$ cat config.mk
export PLATFORM = sky130hd
export DESIGN_NAME = capture_compare_timer16
export DESIGN_NICKNAME = d
export VERILOG_FILES = /design/src/design/capture_compare_timer16.v
export VERILOG_INCLUDE_DIRS = /design/src /design/src/design
export SDC_FILE = /design/constraint.sdc
export NUM_CORES = 1
export LEC_CHECK = 0
export BUFFER_PORTS_ARGS = -buffer_cell sky130_fd_sc_hd__buf_4
export CAP_MARGIN = 20
export CORE_MARGIN = 4
export CORE_UTILIZATION = 30
export DETAILED_ROUTE_END_ITERATION = 6
export PLACE_DENSITY = 0.52
export REMOVE_ABC_BUFFERS = 1
export SYNTH_ARGS = -nofsm -noshare
export SYNTH_HDL_FRONTEND = slang
export SYNTH_SLANG_ARGS = --single-unit
export TNS_END_PERCENT = 20
$ cat constraint.sdc
create_clock -name clk_sys -period 7.4 [get_ports clk_sys]
set_input_delay 0.37 -clock clk_sys [delete_from_list [all_inputs] [get_ports clk_sys]]
set_output_delay 0.37 -clock clk_sys [all_outputs]
set_load 0.02 [all_outputs]
$ cat src/design/capture_compare_timer16_regs.vh
// Register map, field positions and reset values of the 16-bit timer
`ifndef CAPTURE_COMPARE_TIMER16_REGS_VH
`define CAPTURE_COMPARE_TIMER16_REGS_VH
// ****************************************
// Byte offsets on the APB
// ****************************************
`define OFS_CTRL        8'h00
`define OFS_COUNT       8'h04
`define OFS_IRQ_STATUS  8'h08
`define OFS_IRQ_MASK    8'h0c
`define OFS_VECTOR      8'h10
`define OFS_CCTL_BASE   8'h20
`define OFS_CCR_BASE    8'h40
// ****************************************
// Control register fields
// ****************************************
`define CTRL_SSEL_LO    0
`define CTRL_DIV_LO     2
`define CTRL_MODE_LO    4
`define CTRL_CLEAR      6
`define CTRL_RESET      7'h00
// Counter modes
`define MODE_STOP       2'h0
`define MODE_UP         2'h1
`define MODE_CONT       2'h2
`define MODE_UPDOWN     2'h3
// ****************************************
// Channel control fields
// ****************************************
`define CCTL_CAP        0
`define CCTL_EDGE_LO    1
`define CCTL_INSEL_LO   3
`define CCTL_SWCAP      5
`define CCTL_OMODE_LO   6
`define CCTL_OUTVAL     9
`define CCTL_RESET      10'h000
// ****************************************
// Interrupt status bits
// ****************************************
`define IRQ_OVF         0
`define IRQ_CH0         1
`define IRQ_RESET       6'h00
`endif

$ cat src/design/capture_compare_timer16.v
// 16-bit timer with five capture/compare channels behind an APB slave
//
// Notes on behaviour
// - Source select 0 pin, 1 aux, 2/3 main.
// - Selected clock divided by 1, 2, 4, 8.
// - One 16-bit counter shared by five channels.
// - Software halts, reads and writes the counter.
// - Stop mode and continuous counting mode.
// - Up and up/down modes, channel 0 period.
// - Each channel capture or compare by software.
// - Capture on rising, falling or both edges.
// - Capture input: 0 pin, 1 aux, 2/3 software.
// - Captures still work with counter clock stopped.
// - Each channel has its own output unit.
// - Channel 0 own interrupt, others shared one.
// - Vector word names pending shared event.
//
// The implementer's own choices: register access over APB and the register addresses.
`timescale 1ns/1ps
`default_nettype none
`include "capture_compare_timer16_regs.vh"

module capture_compare_timer16 (
  // Clock and reset
  input  wire        clk_sys,
  input  wire        rst,
  // APB slave
  input  wire        psel,
  input  wire        penable,
  input  wire        pwrite,
  input  wire [7:0]  paddr,
  input  wire [31:0] pwdata,
  output reg  [31:0] prdata,
  output reg         pready,
  output reg         pslverr,
  // Asynchronous pins
  input  wire        ext_timer_clk_in,
  input  wire        aux_clk,
  input  wire [4:0]  cap_ext,
  // Channel outputs
  output reg  [4:0]  cc_out,
  // Interrupts
  output reg         irq,
  output reg         irq_ch0,
  output reg         irq_shared
);

  // ****************************************
  // Storage
  // ****************************************
  reg  [6:0]  ctrl;              // Source, divider, mode
  reg  [15:0] cnt;               // Shared counter
  reg         dir_down;          // Up/down direction
  reg  [2:0]  divcnt;            // Prescaler count
  reg  [5:0]  status;            // Sticky event flags
  reg  [5:0]  mask;              // Interrupt enables
  reg  [15:0] ccr [0:4];         // Capture/compare values
  reg  [9:0]  cctl [0:4];        // Channel controls
  reg  [4:0]  swprev;            // Last software capture level
  reg  [6:0]  s1;                // Synchroniser stage one
  reg  [6:0]  s2;                // Synchroniser stage two
  reg  [6:0]  s3;                // Synchroniser stage three
  reg  [6:0]  acc;               // Accepted input levels

  // ****************************************
  // Input synchronisers
  // ****************************************
  wire [6:0] raw_in = {aux_clk, ext_timer_clk_in, cap_ext};
  wire [6:0] stable = ~(s2 ^ s3);          // Stages two and three agree
  wire [6:0] rise   = stable & s2 & ~acc;
  wire [6:0] fall   = stable & ~s2 & acc;

  // Three stages; only stage two reads stage one
  always @(posedge clk_sys) begin
    if (rst) begin
      s1  <= 7'h00;
      s2  <= 7'h00;
      s3  <= 7'h00;
      acc <= 7'h00;
    end else begin
      s1  <= raw_in;
      s2  <= s1;
      s3  <= s2;
      acc <= (acc & ~stable) | (s2 & stable);
    end
  end

  // ****************************************
  // APB decode
  // ****************************************
  wire       acc_done = psel & penable & pready;  // Completing edge
  wire       wr       = acc_done & pwrite;
  wire       rd       = psel & penable & ~pready & ~pwrite; // Taken edge
  wire [2:0] chidx    = paddr[4:2];
  wire       in_cctl  = ({paddr[7:5], paddr[1:0]} == 5'h04) & (chidx < 3'h5);
  wire       in_ccr   = ({paddr[7:5], paddr[1:0]} == 5'h08) & (chidx < 3'h5);
  wire       mapped   = (paddr == `OFS_CTRL) | (paddr == `OFS_COUNT) |
                        (paddr == `OFS_IRQ_STATUS) |
                        (paddr == `OFS_IRQ_MASK) |
                        (paddr == `OFS_VECTOR) |
                        in_cctl | in_ccr;

  // ****************************************
  // Clock select and prescaler
  // ****************************************
  wire [1:0] ssel = ctrl[`CTRL_SSEL_LO+1:`CTRL_SSEL_LO];
  wire [1:0] div  = ctrl[`CTRL_DIV_LO+1:`CTRL_DIV_LO];
  wire [1:0] mode = ctrl[`CTRL_MODE_LO+1:`CTRL_MODE_LO];
  reg        src_tick;
  reg  [2:0] divmask;

  // Source edge and divide ratio
  always @* begin
    case (ssel)
      2'h0:    src_tick = rise[5];             // Timer clock pin
      2'h1:    src_tick = rise[6];             // Auxiliary clock
      default: src_tick = 1'b1;                // Main clock
    endcase
    case (div)
      2'h0:    divmask = 3'h0;                 // By one
      2'h1:    divmask = 3'h1;                 // By two
      2'h2:    divmask = 3'h3;                 // By four
      default: divmask = 3'h7;                 // By eight
    endcase
  end

  // Counter advances only while a counting mode runs
  wire tick = src_tick & (divcnt == divmask) & (mode != `MODE_STOP);

  // ****************************************
  // Counter next value
  // ****************************************
  reg [15:0] next_cnt;
  reg        next_down;
  reg        ovf;

  // Period set by channel 0 in up and up/down
  always @* begin
    next_cnt  = cnt + 16'h0001;
    next_down = dir_down;
    ovf       = 1'b0;
    case (mode)
      `MODE_UP: begin
        if (cnt >= ccr[0]) begin               // Restart at zero
          next_cnt = 16'h0000;
          ovf      = 1'b1;
        end
      end
      `MODE_CONT: begin
        ovf = (cnt == 16'hffff);               // Full range wrap
      end
      `MODE_UPDOWN: begin
        if (!dir_down) begin
          if (cnt >= ccr[0]) begin             // Turn back at peak
            next_down = 1'b1;
            next_cnt  = (cnt == 16'h0000) ? 16'h0000 : cnt - 16'h0001;
          end
        end else if (cnt <= 16'h0001) begin    // Reaches zero
          next_cnt  = 16'h0000;
          next_down = 1'b0;
          ovf       = 1'b1;
        end else begin
          next_cnt = cnt - 16'h0001;
        end
      end
      default: begin                           // Stopped: hold
        next_cnt = cnt;
      end
    endcase
  end

  wire clr_cmd = wr & (paddr == `OFS_CTRL) & pwdata[`CTRL_CLEAR];

  // Counter, direction and prescaler
  always @(posedge clk_sys) begin
    if (rst || clr_cmd) begin
      cnt      <= 16'h0000;
      dir_down <= 1'b0;
      divcnt   <= 3'h0;
    end else if (wr && paddr == `OFS_COUNT) begin
      cnt <= pwdata[15:0];                     // Software load
    end else begin
      if (src_tick && mode != `MODE_STOP) begin
        divcnt <= (divcnt == divmask) ? 3'h0 : divcnt + 3'h1;
      end
      if (tick) begin
        cnt      <= next_cnt;                  // Single shared count
        dir_down <= next_down;
      end
    end
  end

  // Control register; clear bit is a pulse, not stored
  always @(posedge clk_sys) begin
    if (rst) begin
      ctrl <= `CTRL_RESET;
    end else if (wr && paddr == `OFS_CTRL) begin
      ctrl <= {1'b0, pwdata[5:0]};             // Halt via mode 0
    end
  end

  // ****************************************
  // Channels
  // ****************************************
  wire [4:0] ch_set;                           // Channel event pulses
  wire [4:0] hit;                              // Compare matches
  wire [4:0] next_out;                         // Output unit results

  genvar n;
  generate
    for (n = 0; n < 5; n = n + 1) begin : g_ch
      wire       capm  = cctl[n][`CCTL_CAP];   // Capture or compare
      wire [1:0] edg   = cctl[n][`CCTL_EDGE_LO+1:`CCTL_EDGE_LO];
      wire [1:0] isel  = cctl[n][`CCTL_INSEL_LO+1:`CCTL_INSEL_LO];
      wire [2:0] omode = cctl[n][`CCTL_OMODE_LO+2:`CCTL_OMODE_LO];
      wire       swl   = cctl[n][`CCTL_SWCAP];
      reg        c_r;
      reg        c_f;
      reg        o;

      // Capture source select
      always @* begin
        case (isel)
          2'h0: begin
            c_r = rise[n];
            c_f = fall[n];
          end
          2'h1: begin
            c_r = rise[6];
            c_f = fall[6];
          end
          default: begin                       // Software driven level
            c_r = swl & ~swprev[n];
            c_f = ~swl & swprev[n];
          end
        endcase
      end

      // Edge choice; counter need not run to capture
      wire cap = capm & ((edg[0] & c_r) | (edg[1] & c_f));
      assign hit[n]    = ~capm & tick & (next_cnt == ccr[n]);
      assign ch_set[n] = cap | hit[n];

      // Output unit: match and period events steer the pin
      always @* begin
        case (omode)
          3'h0: o = cctl[n][`CCTL_OUTVAL];     // Independent of compare
          3'h1: o = hit[n] ? 1'b1 : cc_out[n];
          3'h2: o = hit[0] ? 1'b0 : (hit[n] ? ~cc_out[n] : cc_out[n]);
          3'h3: o = hit[0] ? 1'b0 : (hit[n] ? 1'b1 : cc_out[n]);
          3'h4: o = hit[n] ? ~cc_out[n] : cc_out[n];
          3'h5: o = hit[n] ? 1'b0 : cc_out[n];
          3'h6: o = hit[0] ? 1'b1 : (hit[n] ? ~cc_out[n] : cc_out[n]);
          default: o = hit[0] ? 1'b1 : (hit[n] ? 1'b0 : cc_out[n]);
        endcase
      end
      assign next_out[n] = o;

      // Channel registers; capture takes priority over a software write
      always @(posedge clk_sys) begin
        if (rst) begin
          ccr[n]    <= 16'h0000;
          cctl[n]   <= `CCTL_RESET;
          swprev[n] <= 1'b0;
        end else begin
          swprev[n] <= swl;
          if (wr && in_ccr && chidx == n) begin
            ccr[n] <= pwdata[15:0];
          end
          if (cap) begin
            ccr[n] <= cnt;                     // Latch count
          end
          if (wr && in_cctl && chidx == n) begin
            cctl[n] <= pwdata[9:0];
          end
        end
      end
    end
  endgenerate

  // ****************************************
  // Interrupts and vector word
  // ****************************************
  wire [5:0] set_vec = {ch_set, tick & ovf};
  wire [5:0] pend    = status & mask;
  reg  [15:0] vec;
  reg  [5:0]  vclr;

  // Shared events by priority, ch1 first, overflow last
  always @* begin
    vec  = 16'h0000;
    vclr = 6'h00;
    if (pend[2]) begin
      vec  = 16'h0002;
      vclr = 6'h04;
    end else if (pend[3]) begin
      vec  = 16'h0004;
      vclr = 6'h08;
    end else if (pend[4]) begin
      vec  = 16'h0006;
      vclr = 6'h10;
    end else if (pend[5]) begin
      vec  = 16'h0008;
      vclr = 6'h20;
    end else if (pend[0]) begin
      vec  = 16'h000a;
      vclr = 6'h01;
    end
  end

  wire [5:0] w1c  = (wr && paddr == `OFS_IRQ_STATUS) ? pwdata[5:0] : 6'h00;
  wire [5:0] rclr = (rd && paddr == `OFS_VECTOR) ? vclr : 6'h00;

  // Sticky flags; a new event wins over any clear
  always @(posedge clk_sys) begin
    if (rst) begin
      status <= `IRQ_RESET;
      mask   <= `IRQ_RESET;
    end else begin
      status <= (status & ~w1c & ~rclr) | set_vec;
      if (wr && paddr == `OFS_IRQ_MASK) begin
        mask <= pwdata[5:0];
      end
    end
  end

  // ****************************************
  // Registered outputs and APB answer
  // ****************************************
  reg [31:0] rdata;

  // Read mux
  always @* begin
    rdata = 32'h0000_0000;
    if (in_cctl) begin
      rdata = {22'h000000, cctl[chidx]};
    end else if (in_ccr) begin
      rdata = {16'h0000, ccr[chidx]};
    end else begin
      case (paddr)
        `OFS_CTRL:       rdata = {25'h0000000, ctrl};
        `OFS_COUNT:      rdata = {16'h0000, cnt};   // Live count
        `OFS_IRQ_STATUS: rdata = {26'h0000000, status};
        `OFS_IRQ_MASK:   rdata = {26'h0000000, mask};
        `OFS_VECTOR:     rdata = {16'h0000, vec};
        default:         rdata = 32'h0000_0000;
      endcase
    end
  end

  // One wait state, so every bus output comes from a flop
  always @(posedge clk_sys) begin
    if (rst) begin
      pready     <= 1'b0;
      pslverr    <= 1'b0;
      prdata     <= 32'h0000_0000;
      cc_out     <= 5'h00;
      irq        <= 1'b0;
      irq_ch0    <= 1'b0;
      irq_shared <= 1'b0;
    end else begin
      pready     <= psel & penable & ~pready;
      pslverr    <= psel & penable & ~pready & ~mapped;
      prdata     <= (psel & penable & ~pready) ? rdata : 32'h0000_0000;
      cc_out     <= next_out;
      irq        <= |pend;
      irq_ch0    <= pend[`IRQ_CH0];            // Own vector
      irq_shared <= |(pend & 6'h3d);           // Shared vector
    end
  end

endmodule
`default_nettype wire

After elaboration in Yosys (flattened, before gate mapping)
Memory sizes are Yosys's and may differ from the RTL's. Index checks and enable logic that the tools add are counted.

Register bits: 113. Memory bits (writable): 130. Bits of input ports: 52. Output and inout port bits: 42. Memories kept: 2.

Memories: ccr (depth 5, width 16, rd ports 6, clocked after Yosys merged registers in 0, wr ports 5, RTL line capture_compare_timer16.v:57) `reg [15:0] ccr [0:4];`; cctl (depth 5, width 10, rd ports 6, clocked after Yosys merged registers in 0, wr ports 5, RTL line capture_compare_timer16.v:58) `reg [9:0] cctl [0:4];`.

$add $sub $neg: 3. Magnitude comparators: 3. Equality and inequality tests: 58. Multiplexer cells: 140. Bitwise gates (word level): 121. Reductions and logical operators: 46.

Operator list (count): two-way mux 16 bit (18); two-way mux 1 bit (84); equality test 16 bit (5); one-hot mux 16 bit (5 select lines) (1); two-way mux 10 bit (6); bitwise AND 1 bit (48); one-hot mux 16 bit (3 select lines) (1); equality test 3 bit (second input constant) (15); equality test 3 x 2 -> 1 bit (second input constant) (12); two-way mux 6 bit (6); bitwise AND 7 bit (5); bitwise OR 1 bit (31); inverter 7 bit (4); one-hot mux 1 bit (7 select lines) (4); inverter 1 bit (25); one-hot mux 1 bit (2 select lines) (11); two-way mux 4 bit (5); bitwise AND 6 bit (3); logical AND 1 bit (18); zero test 3 bit (6); adder 16 x 1 -> 16 bit (second input constant) (1); equality test 16 bit (second input constant) (1); equality test 2 x 1 -> 1 bit (second input constant) (8); equality test 8 x 4 -> 1 bit (second input constant) (2); other kinds (33) (51).

Depth between registers and ports, before layout
Gate-level depths: netlist (run 1).

Depth after elaboration: 12. Mapped depth: 22. Mapped depth without buffers: 19.

Worst setup path before layout (run 1)
Ideal clock, no wire load.

Kind: reg-to-reg. Start point: memory ccr[0][15]. End point: register cc_out[3]. Library setup time: 0.138 ns. Arrival: 5.005 ns. Required time: 7.262 ns. Path slack: 2.257 ns. Stages on the path, launching flop included: 19. Period minus slack after synthesis: 5.143 ns. Cell sequence: edfxtp_1 > clkbuf_1 > inv_1 > ha_1 > nand4_2 > or3_1 > or4_1 > buf_2 > nand4_2 > nor2b_2 > o221a_1 > or4_1 > a2111oi_2 > nand4_1 > or4_4 > ha_1 > mux2_2 > a21oi_1 > o221ai_1.

RTL lines: from (decl) (RTL line capture_compare_timer16.v:57); to (signal assigned) (RTL line capture_compare_timer16.v:365) `cc_out <= next_out;`; to (decl) (RTL line capture_compare_timer16.v:41) `output reg [4:0] cc_out,`.

==> impl_metrics.json, run 1 <==
{
  "status": "completed",
  "fillers": 4924,
  "power_leakage_nw": 6.07,
  "dr.pass1.iters": 6,
  "vias": 12500,
  "drc": 0,
  "post_cts_resize_count": 0,
  "clkLatencyLatePin_ps": 550,
  "fin_setup_tns_ps": 0,
  "worst-path-stages": 17,
  "dieArea_um2": 52200,
  "crit_fanout": 16,
  "ctsHoldBuffers": 0,
  "antenna_found_initial": 1,
  "crit_family": "simple AND/OR/NAND/NOR gates",
  "drtIter0Drc": 1187,
  "wl_per_cell_um": 24.1,
  "final_nets": 1629,
  "slew_viol_final": 0,
  "grt_usage": 0.193,
  "finClkSkew_ps": 16.0,
  "ys.warnings.count": 0,
  "hold_violations": 0,
  "pin_count": 94,
  "rsz0062_at_grt": "false",
  "required_ps": 7800,
  "vias_per_cell": 5.75,
  "critical_path_buf_inv_count": 2,
  "grt-ovfl-total": 0,
  "grt_pass1_vias": 12100,
  "synthArstFlopShare": 0,
  "grt_max_degree": 48,
  "hpwl_um": 37300,
  "ys_seq_area_frac": 0.401,
  "tritoncts": "yes",
  "relSlewSlack": 0.245,
  "final_antenna_net_count": 0,
  "hold-path-cell-count": 2,
  "cts_root_buf": "clkbuf_16",
  "end_kind": "flip-flop",
  "reg2regPathDepth": 17,
  "worstPathArrival_ps": 6490,
  "finalSetupViolations": 0,
  "synth_edf_count": 130,
  "critPathKind": "reg -> reg",
  "die_x_um": 228,
  "ctsHtreeMaxLevel": 1,
  "syn-instance-count": 1534,
  "maxCapViolations": 0,
  "startpoint_type": "flip-flop",
  "crit_chain": "inv_1, ha_1, nand4_2, or3_1, or4_1, nand3_4, buf_4, o31ai_1, o221a_1, or4_1, a2111oi_2, nand4_1, or4_4, ha_1, mux2_2, a21oi_1, o221ai_1",
  "power.density_nw_per_um2": 170,
  "period_share": 0.823,
  "vdd_drop_max_mv": 0.156,
  "syn2layout_area_growth_pct": 11.9,
  "die_h_um": 228,
  "ys_seq_elements": 227,
  "cts.sinks": 227,
  "post-route-cell-area_um2": 16300,
  "start_util": 0.305,
  "cts_buffers": 24,
  "antennaDiodeCount": 0,
  "period_needed_ps": 6090,
  "ys_types": 88,
  "avgSynthCellArea_um2": 9.50,
  "drive_gt1_frac": 0.129,
  "grt_pass1_wl_um": 78300,
  "crit_path_top_delay_cell": "or4_1",
  "ys.flop_type": "edfxtp_1",
  "slowest_delay_ps": 670,
  "fmax_ghz": 0.164,
  "clk_pin_slew_ps": 70,
  "io_buffers": 61,
  "holdCritPathClass": "in -> reg",
  "tightest_slew_ps": 1130,
  "clk_path_buf_depth": 3,
  "netlist_area_um2": 14600,
  "num_rows": 80,
  "gp_congestion": 0.934,
  "placed_cell_area_um2": 15600,
  "coreArea_um2": 47800,
  "wl_um": 52300,
  "cts_setup_buffers": 0
}
==> routing by layer <==
layer | vias up | wire length [um] | GRT usage
li1 | 5644 | - | -
met1 | 6172 | 21900 | 0.259
met2 | 548 | 25100 | 0.331
met3 | 94 | 3740 | 0.0191
met4 | 2 | 1510 | 0.0587
met5 | - | 14 | 0
==> cell usage after synthesis (all sizes together), types with 5 or more instances <==
cell,instances,area (um2)
a2111oi,10,93.8
a211oi,13,110
a21o,5,37.5
a21oi,65,329
a221o,8,80.1
a22o,66,578
a22oi,6,45.0
a31oi,22,150
and2,54,338
and3,10,62.6
buf,35,196
clkbuf,98,368
dfxtp,97,1940
edfxtp,130,3900
ha,42,526
inv,45,169
mux2,6,67.6
mux2i,53,531
mux4,31,698
nand2,125,469
nand2b,9,56.3
nand3,41,218
nand3b,8,60.1
nand4,20,138
nor2,132,495
nor2b,27,171
nor3,53,270
nor4,17,113
nor4b,8,85.1
o2111ai,5,43.8
o211ai,8,60.1
o21a,8,60.1
o21ai,66,330
o221ai,11,96.3
o22ai,11,75.1
o31ai,6,45.0
or2,8,50.1
or3,15,93.8
or4,13,109
xnor2,54,473
xor2,43,377
==> state kept, by name, summed over array words and instances, names as in the netlist, 7 cells and up, named ones only <==
name / cells
s1: 7
s2: 7
ccr: 80
s3: 7
cctl: 50
cnt: 16
prdata: 16
==> cells in the final DEF (no fill, tap or decap), types with 18 or more instances in the layout <==
cell | netlist | final
clkbuf_16 | 0 | 24
mux4_2 | 31 | 31
nor3_1 | 52 | 51
buf_4 | 16 | 93
dfxtp_1 | 97 | 97
a21oi_1 | 64 | 64
edfxtp_1 | 130 | 130
nand4_1 | 18 | 18
mux2i_1 | 53 | 53
a22o_1 | 66 | 66
ha_1 | 42 | 42
nand3_1 | 40 | 40
nor2_1 | 132 | 128
inv_1 | 45 | 45
xor2_1 | 43 | 43
nor2b_1 | 26 | 26
xnor2_1 | 54 | 54
nand2_1 | 125 | 125
o21ai_0 | 63 | 63
and2_1 | 53 | 53
a31oi_1 | 20 | 20
==> where the power goes <==
part           switching, mW  total (mW)  internal, mW
logic                  0.133       0.210        0.0770
registers             0.0352        1.40          1.37
clock network          0.523        1.16         0.642
==> worst reg2reg max path, stage by stage, from the launching register on <==
cell	delay, ps
edfxtp_1	580
inv_1	190
ha_1	340
nand4_2	130
or3_1	470
or4_1	670
nand3_4	140
buf_4	260
o31ai_1	160
o221a_1	360
or4_1	590
a2111oi_2	450
nand4_1	160
or4_4	630
ha_1	310
mux2_2	260
a21oi_1	140
o221ai_1	120
==> kinds of logic after synthesis <==
logic type | synth area share
AND/OR/NAND/NOR | 0.195
AO/OA/AOI/OAI | 0.170
flip-flops | 0.401
buffers and inverters | 0.0503
XOR/XNOR | 0.0583
multiplexers | 0.0889
adder cells (fa/ha/maj) | 0.0360
other | 0.000257
==> final cells by class <==
cell class	count	area, um2	area share
repair buffers	93	698	0.0428
inverters	45	169	0.0104
clock inverters	8	55.1	0.00338
multi-input cells	1144	8090	0.496
well taps	615	769	0.0472
flip-flops and latches	227	5850	0.358
clock buffers	36	686	0.0420
==> per-stage QoR <==
| step | setup WS [ps] | utilization | power [mW] | hold WS, ps | instances |
|---|---|---|---|---|---|
| 6_report | 1310 | 0.341 | 2.78 | 28.2 | 2168 |
| 5_1_grt | 1120 | 0.341 | 2.86 | 15.3 | 2168 |
| 4_1_cts | 1330 | 0.341 | 2.80 | 4.90 | 2168 |
| 3_5_place_dp | 1360 | 0.325 | 1.64 | 426 | 2124 |
| 3_3_place_gp | 1420 | 0.325 | 1.64 | 421 | 2124 |
| 2_1_floorplan | 2220 | - | 1.52 | 414 | 1416 |
==> final timing paths <==
check	slack, ps	to	start
setup / recovery	1310	cc_out[3]	ccr[0][15]
setup reg to reg	1310	cc_out[3]	ccr[0][15]
hold / removal	30	s1[5]	ext_timer_clk_in
hold reg to reg	430	s2[6]	s1[6]
(Power assumes the default switching activity.)
==> inputs of run 2 (changes only) <==
--- a/config.mk
+++ b/config.mk
@@ -6,12 +6,13 @@
 export SDC_FILE = /design/constraint.sdc
 export NUM_CORES = 1
 export LEC_CHECK = 0
+export ABC_AREA = 1
 export BUFFER_PORTS_ARGS = -buffer_cell sky130_fd_sc_hd__buf_4
 export CAP_MARGIN = 20
 export CORE_MARGIN = 4
 export CORE_UTILIZATION = 30
 export DETAILED_ROUTE_END_ITERATION = 6
-export PLACE_DENSITY = 0.52
+export PLACE_DENSITY = 0.54
 export REMOVE_ABC_BUFFERS = 1
 export SYNTH_ARGS = -nofsm -noshare
 export SYNTH_HDL_FRONTEND = slang
==> constraint.sdc (replaced) <==
create_clock -name clk_sys -period 4.95 [get_ports clk_sys]
set_input_delay 0.2475 -clock clk_sys [delete_from_list [all_inputs] [get_ports clk_sys]]
set_output_delay 0.2475 -clock clk_sys [all_outputs]
set_load 0.02 [all_outputs]
==> run 2 against run 1 <==
Compared with the run above: via count grew 14%; non-clock buffer count grew 16; clock skew grew 7.2 ps; final area grew 2.1%; clock power grew 79%; critical path depth grew 5; setup slack lost 840 ps; wire length grew 4.4%; highest routed layer is now met4; utilization grew 0.78 points; cell count grew 20%; global-route usage grew 0.73 points.
==> impl_metrics.json, run 2 <==
{
  "slew_viol_final": 0,
  "tritoncts": "yes",
  "antenna_found_initial": 0,
  "clock_power_share": 0.458,
  "hold_violations": 0,
  "vdd_drop_max_mv": 0.203,
  "crit_fanout": 9,
  "place_inst": 2546,
  "synthArstFlopShare": 0,
  "hpwl_um": 40500,
  "startpoint_type": "flip-flop",
  "cts.sinks": 227,
  "worstPathArrival_ps": 4980,
  "post_cts_resize_count": 0,
  "yosys-top-cells-area": "edfxtp_1, dfxtp_1, nand2_1",
  "grt_pass1_wl_um": 82000,
  "largest_reg_flops": 80,
  "wl_um": 54600,
  "grt_pass1_vias": 13400,
  "placed_cell_area_um2": 15700,
  "critPathKind": "reg -> reg",
  "cts_root_buf": "clkbuf_16",
  "ys.warnings.count": 0,
  "fin_setup_tns_ps": 0,
  "switchingPower_mw": 1.14,
  "cts_buffers": 27,
  "ys_seq_area_frac": 0.403,
  "yosys.area.top_type": "edfxtp_1",
  "intPower_mw": 3.39,
  "drive_gt1_frac": 0.128,
  "dr.pass1.iters": 7,
  "num_rows": 80,
  "yosysMostFrequentCell": "nand2_1",
  "maxCapViolations": 0,
  "fmax_ghz": 0.223,
  "stdcell_count": 2603,
  "yosysTopAreaCellShare": 0.269,
  "synth_edf_count": 130,
  "largestRegisters": "ccr: 80 flops, cctl: 50 flops",
  "clkLatencyLatePin_ps": 570,
  "avgSynthCellArea_um2": 7.63,
  "relSlewSlack": 0.251,
  "period_share": 0.905,
  "post-route-cell-area_um2": 16600,
  "required_ps": 5450,
  "syn2layout_area_growth_pct": 14.7,
  "regMostFlops": "ccr",
  "ys_types": 60,
  "worst_slack_ps": 469,
  "finalSetupViolations": 0,
  "grt-ovfl-total": 0,
  "drtIter0Drc": 1814,
  "finClkSkew_ps": 23.2,
  "grt_usage": 0.200,
  "netlist_area_um2": 14500,
  "final_common_cell": "nand2_1",
  "fin_util": 0.349,
  "die_x_um": 228,
  "die_h_um": 228,
  "met3_usage": 0.0395,
  "clk_path_buf_depth": 3,
  "ctsHtreeMaxLevel": 1,
  "finalPower_mw": 4.53,
  "power.density_nw_per_um2": 272,
  "hold_slack_ps": 82.1,
  "final_cell_mix": "nand2_1, nor2_1, inv_1",
  "p_sw_frac": 0.252,
  "grt_busiest_layer": "met2",
  "vias_per_cell": 5.43,
  "start_util": 0.304,
  "use_met2": 0.315,
  "power_leakage_nw": 6.97,
  "io_buffers": 61,
  "cts_setup_buffers": 0,
  "final_nets": 2061,
  "pwr-share-seq": 0.461,
  "rsz0062_at_grt": "false",
  "grt_max_degree": 50,
  "final_antenna_net_count": 0,
  "drc": 0,
  "wl_per_cell_um": 21.0,
  "syn-instance-count": 1903,
  "antennaDiodeCount": 0,
  "ys_seq_elements": 227,
  "pin_count": 94,
  "gp_congestion": 0.965,
  "period_needed_ps": 4480,
  "clk_pin_slew_ps": 60,
  "grt_util_met1": 0.286,
  "dieArea_um2": 52000,
  "status": "completed",
  "combPwrFrac": 0.081,
  "coreArea_um2": 47700,
  "end_kind": "flip-flop",
  "vias": 14100,
  "tightest_slew_ps": 1120,
  "holdCritPathClass": "in -> reg",
  "post-place-ws_ps": 515,
  "ys.flop_type": "edfxtp_1",
  "synth.top_cells.by_count": "nand2_1, nor2_1, inv_1, nand3_1, edfxtp_1"
}
## run 2: changes by cell type in the layout (fill, tap and decap cells not counted), moves of 19 or more
cell,before,now
o22ai_1,10,96
nor2_1,128,246
a22o_1,66,0
and2_1,53,0
xnor2_1,54,8
nor3_1,51,11
nand3_1,40,134
mux2i_1,53,1
nor2b_1,26,0
nand2_2,0,25
mux4_2,31,0
nand2_1,125,369
or2_2,7,26
inv_1,45,198
## run 2: per-layer routing
metal / share of wire / wire [um] / vias up
met1: 0.44 / 24200 / 6781
met5: 0 / 0 / -
met3: 0.093 / 5060 / 72
met2: 0.44 / 24200 / 685
li1: - / - / 6606
met4: 0.019 / 1060 / 0
## run 2: power by group through the flow
stage               Combinational [mW]  Clock (mW)  Sequential, mW
floorplan                        0.199           0            2.12
global placement                 0.352           0            2.13
detailed placement               0.355           0            2.13
CTS                              0.361        2.10            2.09
global route                     0.398        2.18            2.09
finish                           0.367        2.08            2.09
## run 2: layout make-up
cell class	count	area, um2
Timing Repair Buffer	109	836
Multi-Input combinational cell	1376	7430
Fill cell	4964	31100
Sequential cell	227	5850
Clock inverter	12	150
Inverter	226	848
Clock buffer	38	767
Tap cell	615	769
## run 2: final timing paths
kind	startpoint	end	slack, ps	depth (start not counted)
worst max-delay path	ccr[0][15]	cc_out[3]	470	22
worst min-delay path	penable	pready	80	5
worst min register to register	s1[2]	s2[2]	400	2
worst max register to register	ccr[0][15]	cc_out[3]	470	22
## run 2: critical path: stages, from the launching register on
cell and delay (ps):
edfxtp_1 380, inv_1 160, ha_1 290, a21oi_1 150, o21ai_1 130, nor2_2 400
nand2_2 230, buf_4 230, nand2_1 70, nand3_1 60, nand3_1 70, nand2_1 60
nand2_1 260, buf_4 210, nor2_1 50, nand3b_1 150, nor2_1 220, nand4_1 240
ha_1 250, or2_2 300, a211oi_1 230, nand2_1 100, a21oi_2 130
## run 2: cells by family (layout without fill, tap and decap cells)
family / count (synthesis) / after routing / synth area share
and+or+nand+nor: 898 / 898 / 0.279
AOI/OAI and AO/OA: 376 / 376 / 0.164
muxes: 1 / 1 / 0.000690
adders and majority gates: 42 / 42 / 0.0362
other: 1 / 16 / 0.000258
xor gates and xnor gates: 43 / 43 / 0.0265
buffers and inverters: 315 / 385 / 0.0900
DFF: 227 / 227 / 0.403
## run 2: repair_timing
item,CTS,global route
endpoints found under the setup margin,0,0
hold endpoints to repair,7,0
hold buffers,7,0
